==> src/hdl/fst_pkg.sv <==
// Constants shared by the flame safety supervisor and its integrator.
// Assumes a single 100 MHz clock domain.
`default_nettype none
package fst_pkg;
  // ==========================================================
  // Clock and timing
  localparam int unsigned CLK_HZ = 100_000_000;
  localparam int unsigned MS_PER_S = 1000;
  localparam int unsigned MS_CYCLES_DEF = CLK_HZ / MS_PER_S;
  localparam int unsigned MS_W = 13;
  localparam int unsigned SAFETY_T1_S = 1;
  localparam int unsigned SAFETY_T2_S = 2;
  localparam int unsigned SAFETY_T3_S = 3;
  localparam int unsigned SAFETY_T5_S = 5;
  localparam int unsigned MISMATCH_S = 8;
  localparam logic [MS_W-1:0] MISMATCH_MS = MS_W'(MISMATCH_S * MS_PER_S);
  // ==========================================================
  // Switch and data widths
  localparam int unsigned MODE_SW_W = 8;
  localparam int unsigned ADDR_SW_W = 6;
  localparam int unsigned ADDR_W = 7;
  localparam int unsigned REQ_ADDR_W = 8;
  localparam int unsigned SAMPLE_W = 12;
  localparam int unsigned GAIN_W = 4;
  localparam int unsigned TERM_W = 16;
  localparam int unsigned INT_W_DEF = 24;
  localparam int unsigned WIN_LEN_DEF = 16;
  localparam logic [ADDR_W-1:0] ADDR_BASE = 7'h01;
  localparam logic [ADDR_W-1:0] ADDR_MAX = 7'h40;
  // ==========================================================
  // Relay state, Gray along open-closed-hold
  typedef enum logic [1:0]
  {
    FST_OPEN = 2'h0,
    FST_CLOSED = 2'h1,
    FST_HOLD = 2'h3,
    FST_SHUT = 2'h2
  } fst_relay_t;

  // Safety time in ms from mode switch positions 1 and 2
  function automatic logic [MS_W-1:0] fst_safety_ms(input logic [1:0] sel);
    case (sel)
      2'h1: fst_safety_ms = MS_W'(SAFETY_T2_S * MS_PER_S);
      2'h2: fst_safety_ms = MS_W'(SAFETY_T3_S * MS_PER_S);
      2'h3: fst_safety_ms = MS_W'(SAFETY_T5_S * MS_PER_S);
      default: fst_safety_ms = MS_W'(SAFETY_T1_S * MS_PER_S);
    endcase
  endfunction
endpackage
`default_nettype wire

==> src/hdl/fst_meas_if.sv <==
// Measurement path between the supervisor and the intensity integrator.
// Assumes both ends share one clock.
`default_nettype none
interface fst_meas_if
  import fst_pkg::*;
#(
  parameter int unsigned INT_W = INT_W_DEF
);
  logic sample_valid;
  logic signed [SAMPLE_W-1:0] ac_sample;
  logic [GAIN_W-1:0] gain;
  logic [INT_W-1:0] intensity;
  modport src (output sample_valid, output ac_sample, output gain, input intensity);
  modport integ (input sample_valid, input ac_sample, input gain, output intensity);
endinterface
`default_nettype wire

==> src/hdl/fst_flame_supervisor.sv <==
// Flame supervisor: safety time, switch bank check, flame-on and slave address.
// Assumes switch, flame and range inputs are pins; sample, threshold and
// request inputs come from logic on i_clk.
`default_nettype none
module fst_flame_supervisor
  import fst_pkg::*;
#(
  parameter int unsigned MS_CYCLES = MS_CYCLES_DEF,
  parameter int unsigned INT_W = INT_W_DEF,
  parameter int unsigned WIN_LEN = WIN_LEN_DEF
)
(
  input wire logic i_clk,
  input wire logic i_nrst,
  input wire logic i_ce,
  input wire logic [MODE_SW_W-1:0] i_mode_switch_bank_first,
  input wire logic [MODE_SW_W-1:0] i_mode_switch_bank_second,
  input wire logic [ADDR_SW_W-1:0] i_slave_address_switch,
  input wire logic i_flame_digital,
  input wire logic i_range_select,
  input wire logic [INT_W-1:0] i_threshold_a,
  input wire logic [INT_W-1:0] i_threshold_b,
  input wire logic i_sample_valid,
  input wire logic signed [SAMPLE_W-1:0] i_ac_sample,
  input wire logic [GAIN_W-1:0] i_gain,
  input wire logic i_req_valid,
  input wire logic [REQ_ADDR_W-1:0] i_req_address,
  output logic o_flame_relay,
  output logic o_flame_on,
  output logic o_switch_error,
  output logic o_error_shutdown,
  output logic o_range_b,
  output logic [INT_W-1:0] o_intensity,
  output logic [ADDR_W-1:0] o_slave_address,
  output logic o_req_accept
);
  localparam int unsigned PIN_W = 2 * MODE_SW_W + ADDR_SW_W + 2;
  localparam int unsigned PRE_W = $clog2(MS_CYCLES + 1);
  localparam logic [PRE_W-1:0] PRE_LAST = PRE_W'(MS_CYCLES - 1);

  logic [PIN_W-1:0] pin_s1, pin_s2;
  logic [MODE_SW_W-1:0] bank1_s, bank2_s;
  logic [ADDR_SW_W-1:0] addr_sw_s;
  logic flame_s, range_s;
  logic [PRE_W-1:0] pre_cnt, next_pre_cnt;
  logic tick;
  fst_relay_t state, next_state;
  logic [MS_W-1:0] hold_cnt, next_hold_cnt, mism_cnt, next_mism_cnt, safety_ms;
  logic mismatch, flame_ok, flame_on, next_flame_on, shutdown;
  logic [INT_W-1:0] active_thr;
  logic [ADDR_W-1:0] own_addr, next_own_addr;
  logic accept, next_accept, switch_err;

  fst_meas_if #(.INT_W(INT_W)) meas ();

  // ==========================================================
  // Pin synchronisers
  always_ff @(posedge i_clk or negedge i_nrst)
  begin
    if (!i_nrst)
    begin
      pin_s1 <= '0;
      pin_s2 <= '0;
    end
    else if (i_ce)
    begin
      pin_s1 <= {i_mode_switch_bank_first, i_mode_switch_bank_second,
                 i_slave_address_switch, i_flame_digital, i_range_select};
      pin_s2 <= pin_s1;
    end
  end

  assign {bank1_s, bank2_s, addr_sw_s, flame_s, range_s} = pin_s2;

  // ==========================================================
  // Intensity path
  assign meas.sample_valid = i_sample_valid;
  assign meas.ac_sample = i_ac_sample;
  assign meas.gain = i_gain;

  fst_intensity_integ #(.INT_W(INT_W), .WIN_LEN(WIN_LEN)) u_integ
  (
    .i_clk(i_clk),
    .i_nrst(i_nrst),
    .i_ce(i_ce),
    .meas(meas)
  );

  // ==========================================================
  // Decode and millisecond tick
  always_comb
  begin
    safety_ms = fst_safety_ms(bank1_s[1:0]);
    active_thr = range_s ? i_threshold_b : i_threshold_a;
    flame_ok = flame_s && (meas.intensity > active_thr);
    mismatch = (bank1_s != bank2_s);
    tick = i_ce && (pre_cnt == PRE_LAST);
    next_pre_cnt = (pre_cnt == PRE_LAST) ? '0 : pre_cnt + PRE_W'(1);
  end

  // ==========================================================
  // Switch bank comparison
  always_comb
  begin
    next_mism_cnt = mism_cnt;
    if (!mismatch)
      next_mism_cnt = '0;
    else if (tick && mism_cnt != MISMATCH_MS)
      next_mism_cnt = mism_cnt + MS_W'(1);
  end

  // ==========================================================
  // Relay control
  always_comb
  begin
    next_state = state;
    next_hold_cnt = hold_cnt;
    case (state)
      FST_OPEN:
        if (flame_ok)
          next_state = FST_CLOSED;
      FST_CLOSED:
        if (!flame_ok)
        begin
          next_state = FST_HOLD;
          next_hold_cnt = safety_ms;
        end
      FST_HOLD:
        if (flame_ok)
          next_state = FST_CLOSED;
        else if (tick)
        begin
          if (hold_cnt <= MS_W'(1))
            next_state = FST_OPEN;
          else
            next_hold_cnt = hold_cnt - MS_W'(1);
        end
      FST_SHUT:
        next_state = FST_SHUT;
      default:
        next_state = FST_OPEN;
    endcase
    if (mism_cnt == MISMATCH_MS)
      next_state = FST_SHUT;
    next_flame_on = flame_ok && (next_state != FST_SHUT);
    next_own_addr = ADDR_W'({1'b0, addr_sw_s}) + ADDR_BASE;
    next_accept = i_req_valid && (i_req_address == {1'b0, own_addr});
  end

  always_ff @(posedge i_clk or negedge i_nrst)
  begin
    if (!i_nrst)
    begin
      pre_cnt <= '0;
      mism_cnt <= '0;
      state <= FST_OPEN;
      hold_cnt <= '0;
      flame_on <= 1'b0;
      own_addr <= ADDR_BASE;
      accept <= 1'b0;
      switch_err <= 1'b0;
    end
    else if (i_ce)
    begin
      pre_cnt <= next_pre_cnt;
      mism_cnt <= next_mism_cnt;
      state <= next_state;
      hold_cnt <= next_hold_cnt;
      flame_on <= next_flame_on;
      own_addr <= next_own_addr;
      accept <= next_accept;
      switch_err <= mismatch;
    end
  end

  assign shutdown = (state == FST_SHUT);
  assign o_flame_relay = (state == FST_CLOSED) || (state == FST_HOLD);
  assign o_flame_on = flame_on;
  assign o_switch_error = switch_err;
  assign o_error_shutdown = shutdown;
  assign o_range_b = range_s;
  assign o_intensity = meas.intensity;
  assign o_slave_address = own_addr;
  assign o_req_accept = accept;
endmodule
`default_nettype wire

==> src/hdl/fst_intensity_integ.sv <==
// Integrates the gained alternating flame component over a sample window.
// Assumes samples already stripped of their DC part, on the same clock.
`default_nettype none
module fst_intensity_integ
  import fst_pkg::*;
#(
  parameter int unsigned INT_W = INT_W_DEF,
  parameter int unsigned WIN_LEN = WIN_LEN_DEF
)
(
  input wire logic i_clk,
  input wire logic i_nrst,
  input wire logic i_ce,
  fst_meas_if.integ meas
);
  localparam int unsigned CW = $clog2(WIN_LEN);
  localparam logic [CW-1:0] LAST_IDX = CW'(WIN_LEN - 1);
  logic [INT_W-1:0] acc, next_acc, result, next_result;
  logic [CW-1:0] cnt, next_cnt;
  logic [SAMPLE_W-1:0] mag;
  logic [TERM_W-1:0] term;
  logic last;

  // ==========================================================
  // Window accumulation
  // gained AC integration
  always_comb
  begin
    mag = meas.ac_sample[SAMPLE_W-1] ? SAMPLE_W'(-meas.ac_sample) : SAMPLE_W'(meas.ac_sample);
    term = {4'h0, mag} * {12'h000, meas.gain};
    last = (cnt == LAST_IDX);
    next_acc = acc;
    next_cnt = cnt;
    next_result = result;
    if (meas.sample_valid)
    begin
      if (last)
      begin
        next_result = acc + INT_W'(term);
        next_acc = '0;
        next_cnt = '0;
      end
      else
      begin
        next_acc = acc + INT_W'(term);
        next_cnt = cnt + CW'(1);
      end
    end
  end

  always_ff @(posedge i_clk or negedge i_nrst)
  begin
    if (!i_nrst)
    begin
      acc <= '0;
      cnt <= '0;
      result <= '0;
    end
    else if (i_ce)
    begin
      acc <= next_acc;
      cnt <= next_cnt;
      result <= next_result;
    end
  end

  assign meas.intensity = result;
endmodule
`default_nettype wire

==> config.mk <==
export PLATFORM = sky130hd
export DESIGN_NAME = fst_flame_supervisor
export DESIGN_NICKNAME = d
export VERILOG_FILES = /design/src/hdl/fst_pkg.sv /design/src/hdl/fst_meas_if.sv /design/src/hdl/fst_flame_supervisor.sv /design/src/hdl/fst_intensity_integ.sv
export SDC_FILE = /design/constraint.sdc
export NUM_CORES = 1
export LEC_CHECK = 0
export BUFFER_PORTS_ARGS = -buffer_cell sky130_fd_sc_hd__buf_2
export CORE_MARGIN = 1
export CORE_UTILIZATION = 41
export CTS_CLUSTER_DIAMETER = 40
export DETAILED_ROUTE_END_ITERATION = 10
export GPL_TIMING_DRIVEN = 0
export HOLD_SLACK_MARGIN = 0.08
export SYNTH_ARGS = -nofsm -noshare
export SYNTH_HDL_FRONTEND = slang
export SYNTH_SLANG_ARGS = --single-unit
==> constraint.sdc <==
create_clock -name i_clk -period 8.7 [get_ports i_clk]
set_input_delay 0.87 -clock i_clk [delete_from_list [all_inputs] [get_ports i_clk]]
set_output_delay 0.87 -clock i_clk [all_outputs]
set_load 0.1 [all_outputs]
---- After elaboration in Yosys (flattened, before gate mapping) ----
Index checks and enable logic that the tools add are counted.
word-level totals
  register bits ........................... 155
  input port bits ......................... 101
  output and inout bits ................... 37
  word-level logic and storage cells ...... 73
operators by class
  $add $sub $neg .......................... 7
  multipliers ............................. 1
  order comparisons ....................... 2
  eq/ne operators ......................... 18
  muxes and demuxes ....................... 20
  reductions and logical operators ........ 12
operators by type and width
  cell                   count
  $mux 13                6
  $mux 24                2
  $pmux 13 s3            1
  $pmux 13 s2            1
  $add 24x16->24         1
  $gt 24x24->1           1
  $add 17x1->17 const B  1
  $eq 17x17->1 const B   1
  $mux 17                1
  $mul 12x4->16          1
  $add 13x1->13 const B  1
  $eq 13x13->1 const B   1
  $le 13x1->1 const B    1
  $ne 13x13->1 const B   1
  $sub 13x1->13 const B  1
  $mux 12                1
  $mux 2                 6
  $neg 12->12            1
  $ne 2x2->1 const B     5
  $eq 2x2->1 const B     4
  $eq 8x7->1             1
  $ne 8x8->1             1
  $pmux 2 s4             1
  $add 6x1->7 const B    1
  12 further kinds       18

---- Longest topological paths before layout ----
  depth after elaboration ................. 8
  gate-level depth with buffers ........... 21
  depth with buffers taken out ............ 19

---- By module ----
Synthesis repeated with hierarchy kept, for this count alone.
second synthesis, totals
  cell total of the unflattened synthesis .. 1,063
  area, all modules ....................... 10,256.1 um^2
by module, submodules not included
  module                times used  cells an instance  area an instance (um^2)  sequential area each (um^2)
  fst_flame_supervisor  1           545                5,685.5                  2,578.7
  fst_intensity_integ   1           518                4,570.6                  1,301.2

---- Least setup slack after synthesis ----
Ideal clock, no wire load.
  kind .................................... input to register
  start ................................... in i_ac_sample[2]
  end ..................................... reg u_integ.acc[23]
  setup time .............................. 0.069 ns
  arrival ................................. 5.212 ns
  data required time ...................... 8.631 ns
  setup slack ............................. 3.419 ns
  stages on the path ...................... 18
  buffers on the path ..................... 1
  cell sequence ........................... nor3_1 > nand2_1 > o41ai_1 > xor2_1 > nor2b_1 > fa_1 > fa_1 > inv_1 > fa_1 > inv_1 > ha_1 > nand2_1 > o31ai_2 > o2111ai_1 > and2_1 > clkbuf_1 > or4_1 > nand3_1
on the way
  cells in the longest elaborated chain, start to end .. 5
RTL lines
  item                  RTL line                    source
  from (decl)           fst_flame_supervisor.sv:24  input wire logic signed [SAMPLE_W-1:0] i_ac_sample,
  $neg 12->12           fst_intensity_integ.sv:29   mag = meas.ac_sample[SAMPLE_W-1] ? SAMPLE_W'(-meas.ac_sample) : SAMPLE_W'(meas.ac_sample);
  $mux 12 (*)           fst_intensity_integ.sv:29
  $mul 12x4->16 (*)     fst_intensity_integ.sv:30   term = {4'h0, mag} * {12'h000, meas.gain};
  $add 24x16->24 (*)    fst_intensity_integ.sv:45   next_acc = acc + INT_W'(term);
  $mux 24 (*)           fst_intensity_integ.sv:37   if (last)
  to (signal assigned)  fst_intensity_integ.sv:61   acc <= next_acc;
  to (decl)             fst_intensity_integ.sv:18   logic [INT_W-1:0] acc, next_acc, result, next_result;
Every way passes the cells marked *; elsewhere a longest branch is shown, timed or not.
A chain may end at the register's enable or synchronous reset.

---- Worst setup path in the final report ----
  start ................................... in i_ac_sample[2]
  end ..................................... reg u_integ.result[17] (netlist: u_integ.meas.intensity[17])
on the way
  cells in the longest elaborated chain, start to end .. 4
RTL lines
  item                  RTL line                   source
  $neg 12->12           fst_intensity_integ.sv:29
  $mux 12 (*)           fst_intensity_integ.sv:29
  $mul 12x4->16 (*)     fst_intensity_integ.sv:30
  $add 24x16->24 (*)    fst_intensity_integ.sv:39  next_result = acc + INT_W'(term);
  to (signal assigned)  fst_intensity_integ.sv:63  result <= next_result;
  to (decl)             fst_intensity_integ.sv:18
Marked as above.

==> results.yml <==
worst_setup_path:
  cp.required_ns: 9.00
  max_stage_delay_ns: 0.54
  path_cells: "buf_2, nor3_1, nand2_1, o41ai_1, xor2_1, nor2b_1, fa_1, fa_1, inv_1, fa_1, inv_1, ha_1, a21o_1, a31oi_1, o31ai_2, o2111ai_1, and2_1, clkbuf_1, xor2_1, o21ai_1"
  path_delay_family: "adder cells"
  cp_data_arrival_time_ns: 5.89
  crit_top_cell: "fa_1"
  endpoint_kind: "register"
  critical_path_class: "primary input to register"
  cp_max_fo: 8
  start_kind: "primary input"
  reg2reg_slack_ns: 4.26
  cpMaxStageDelayCell: "fa_1"
  crit_buf_inv: 4
cts:
  hold_buffers: 0
  cts_root_buffer: "clkbuf_16"
  clock_path_buffers: 2
  clock-sinks: 155
  post-cts-setup-buffers: 0
  cts_buffers: 17
  htreeDepth: 4
  cts_resized: 0
  clock_latency_ns: 0.44
  clk_pin_slew_ns: 0.06
  cts_tree: "built"
synth:
  syn-num-nets: 1222
  avgSynthCellArea_sq_um: 9.733
  synth.cell_area_sq_mm: 0.009976
  yosysSeqAreaShare_pct: 38.89
  synth_warnings: 0
  synth_edf_count: 0
  synth_cells: 1025
  synthTopCellsByCount: "154 x dfrtp_1, 107 x nand2_1, 84 x inv_1"
  post-synth-top-area-cell: "dfrtp_1"
  async_flop_share_pct: 100.0
  synth_area_leaders: "dfrtp_1 39%, ha_1 7.9%, fa_1 6.6%, mux2_2 5.8%, nand2_1 4.0%"
  synth_cell_types: 60
  yosysMostFrequentCell: "dfrtp_1"
  synth-main-ff-cell: "dfrtp_1"
  synth_seq_cells: 155
  yosysTopAreaCellShare_pct: 38.63
timing:
  period_share_pct: 64.20
  slew_viol_final: 0
  finalHoldViolCount: 0
  finalCriticalPeriod_ns: 5.585
  setup_viol: 0
  worst_slew_margin_rel_pct: 46.61
  max_freq_mhz: 179.0
  fin_worst_skew_ns: 0.01310
  worstMarginPinSlew_ns: 0.8009
  finalSetupTns_ns: 0
  rsz0062_at_grt: "no"
global_routing:
  grtUsageMet2_pct: 31.24
  antenna_found_initial: 1
  grt_max_degree: 120
  grtUsageTotal_pct: 19.88
  grt_first_pass_wirelength_mm: 38.42
  grt-busiest-layer: "met2"
  use_met3_pct: 3.477
  met1_usage_pct: 28.57
  grt_overflow_total: 0
  grt_pass1_vias: 7504
layout:
  antenna_cells: 0
  ff_latch_area_sq_mm: 0.003880
  num-nets-final: 1378
  syn2layout_area_growth_pct: 17.35
  drive_above_1_share_pct: 19.26
  fin_util_pct: 49.43
  final_area_sq_mm: 0.01171
  n_fill_cell: 2319
  multi_input_area_sq_mm: 0.005627
routing:
  wl_mm: 23.38
  wl_per_cell_um: 15.45
  drc: 0
  viasPerCell: 5.052
  postRouteAntennaNets: 0
  first_pass_iters: 5
  drt-initial-drc-count: 374
  routed-via-count: 7644
floorplan:
  core_area_sq_mm: 0.02368
  rows: 56
  fp.dieArea_sq_mm: 0.02496
  io-pin-count: 138
  die_x_um: 158.0
  fp.dieH_um: 158.0
  start_util_pct: 42.12
placement:
  io_buffers: 136
  dp_hpwl_mm: 18.08
  dpl-instance-area_sq_mm: 0.01109
  place_congestion: 0.8500
power:
  vdd_ir_drop_max_uv: 152.2
  share_comb_of_total_power_pct: 47.4
  powerDensity_mw_per_mm2: 281.5
  p_int_mw: 1.789
  switchingPower_mw: 1.506
  fin_total_pwr_mw: 3.295
  p_seq_share_pct: 29.5
  clockPowerShare_pct: 23.1
  swShare_pct: 45.70
  p_leak_nw: 5.634
flow_run:
  cap_violations: 0
min_path:
  worstHoldPathType: "primary input to async pin"
run_status:
  status: "complete, no violations"
## area by class of cell
type / count / share of cell area [%]
multi-input cells: 747 / 48.07
plain buffers: 38 / 1.283
flip-flops and latches: 155 / 33.14
clock buffers: 17 / 3.634
inverters: 85 / 2.726
well taps: 319 / 3.410
repair buffers: 137 / 6.135
clock inverters: 15 / 1.603
## cell families after synthesis
group / synth area share [%]
flops: 38.89
xor+xnor: 6.058
buf+inv: 4.703
simple gates: 16.09
fa+ha+maj: 14.52
mux: 8.165
compound gates: 11.56
## registers in the layout (all words and copies together), names as in the netlist, 2 cells and up
signal                  cells
mism_cnt                   13
o_slave_address             7
pin_s2                     24
state                       2
pre_cnt                    17
u_integ.meas.intensity     24
hold_cnt                   13
pin_s1                     24
u_integ.cnt                 4
u_integ.acc                24
## metrics by stage
stage / worst slack [ns] / hold slack, ns / cells
floorplan: 3.419 / 0.4415 / 1025
detailed placement: 2.697 / 0.4724 / 1481
CTS: 3.143 / 0.3126 / 1513
global route: 2.643 / 0.3184 / 1513
finish: 3.115 / 0.3093 / 1513
global placement: 2.730 / 0.4603 / 1480
## final timing paths
kind	cells past startpoint	end	start
min in group i_clk	2	u_integ.acc[16]	u_integ.acc[16]
hold / removal	1	u_integ.meas.intensity[15]	i_nrst
setup reg to reg	12	state[1]	pin_s2[0]
hold reg to reg	2	u_integ.acc[16]	u_integ.acc[16]
setup / recovery	20	u_integ.meas.intensity[17]	i_ac_sample[2]
max in group asynchronous	2	hold_cnt[5]	i_nrst
## power groups by stage
stage / clock network [mW] / logic [mW] / registers [mW]
final: 0.762 / 1.56 / 0.973
after global routing: 0.809 / 1.75 / 0.991
after CTS: 0.777 / 1.57 / 0.972
after detailed placement: 0 / 1.56 / 0.984
after global placement: 0 / 1.55 / 0.983
after floorplan: 0 / 0.942 / 1.21
## cells in the final DEF (no fill, tap or decap), types with 3 or more instances in the layout
| cell type | instances |
|---|---|
| and3_1 | 13 |
| fa_1 | 33 |
| mux2_2 | 51 |
| o21ai_0 | 41 |
| mux2i_1 | 24 |
| ha_1 | 63 |
| nand4_1 | 15 |
| a21o_1 | 9 |
| nor2b_1 | 40 |
| inv_8 | 5 |
| buf_1 | 3 |
| o211ai_1 | 4 |
| o21a_1 | 7 |
| a211oi_1 | 5 |
| nand3_1 | 24 |
| a31oi_1 | 6 |
| inv_1 | 84 |
| o2bb2ai_1 | 4 |
| nand2b_1 | 8 |
| clkinv_8 | 3 |
| inv_6 | 4 |
| o21ai_1 | 28 |
| clkbuf_1 | 34 |
| o22ai_1 | 7 |
| nor4_1 | 12 |
| nand2_1 | 107 |
| a22o_1 | 4 |
| dfrtp_1 | 154 |
| a21oi_1 | 41 |
| clkbuf_16 | 17 |
| or3_1 | 11 |
| nor2_1 | 54 |
| buf_2 | 135 |
| xor2_1 | 37 |
| and2_1 | 14 |
| nor3_1 | 11 |
| o31ai_1 | 12 |
| o22a_1 | 3 |
| xnor2_1 | 32 |
## routing by layer
metal  vias up  part of all wire, %
met4         2                 0.88
met5         -                0.047
met3        16                  3.7
met1      3682                   50
li1       3838                    -
met2       106                   46
(Power assumes the default switching activity.)
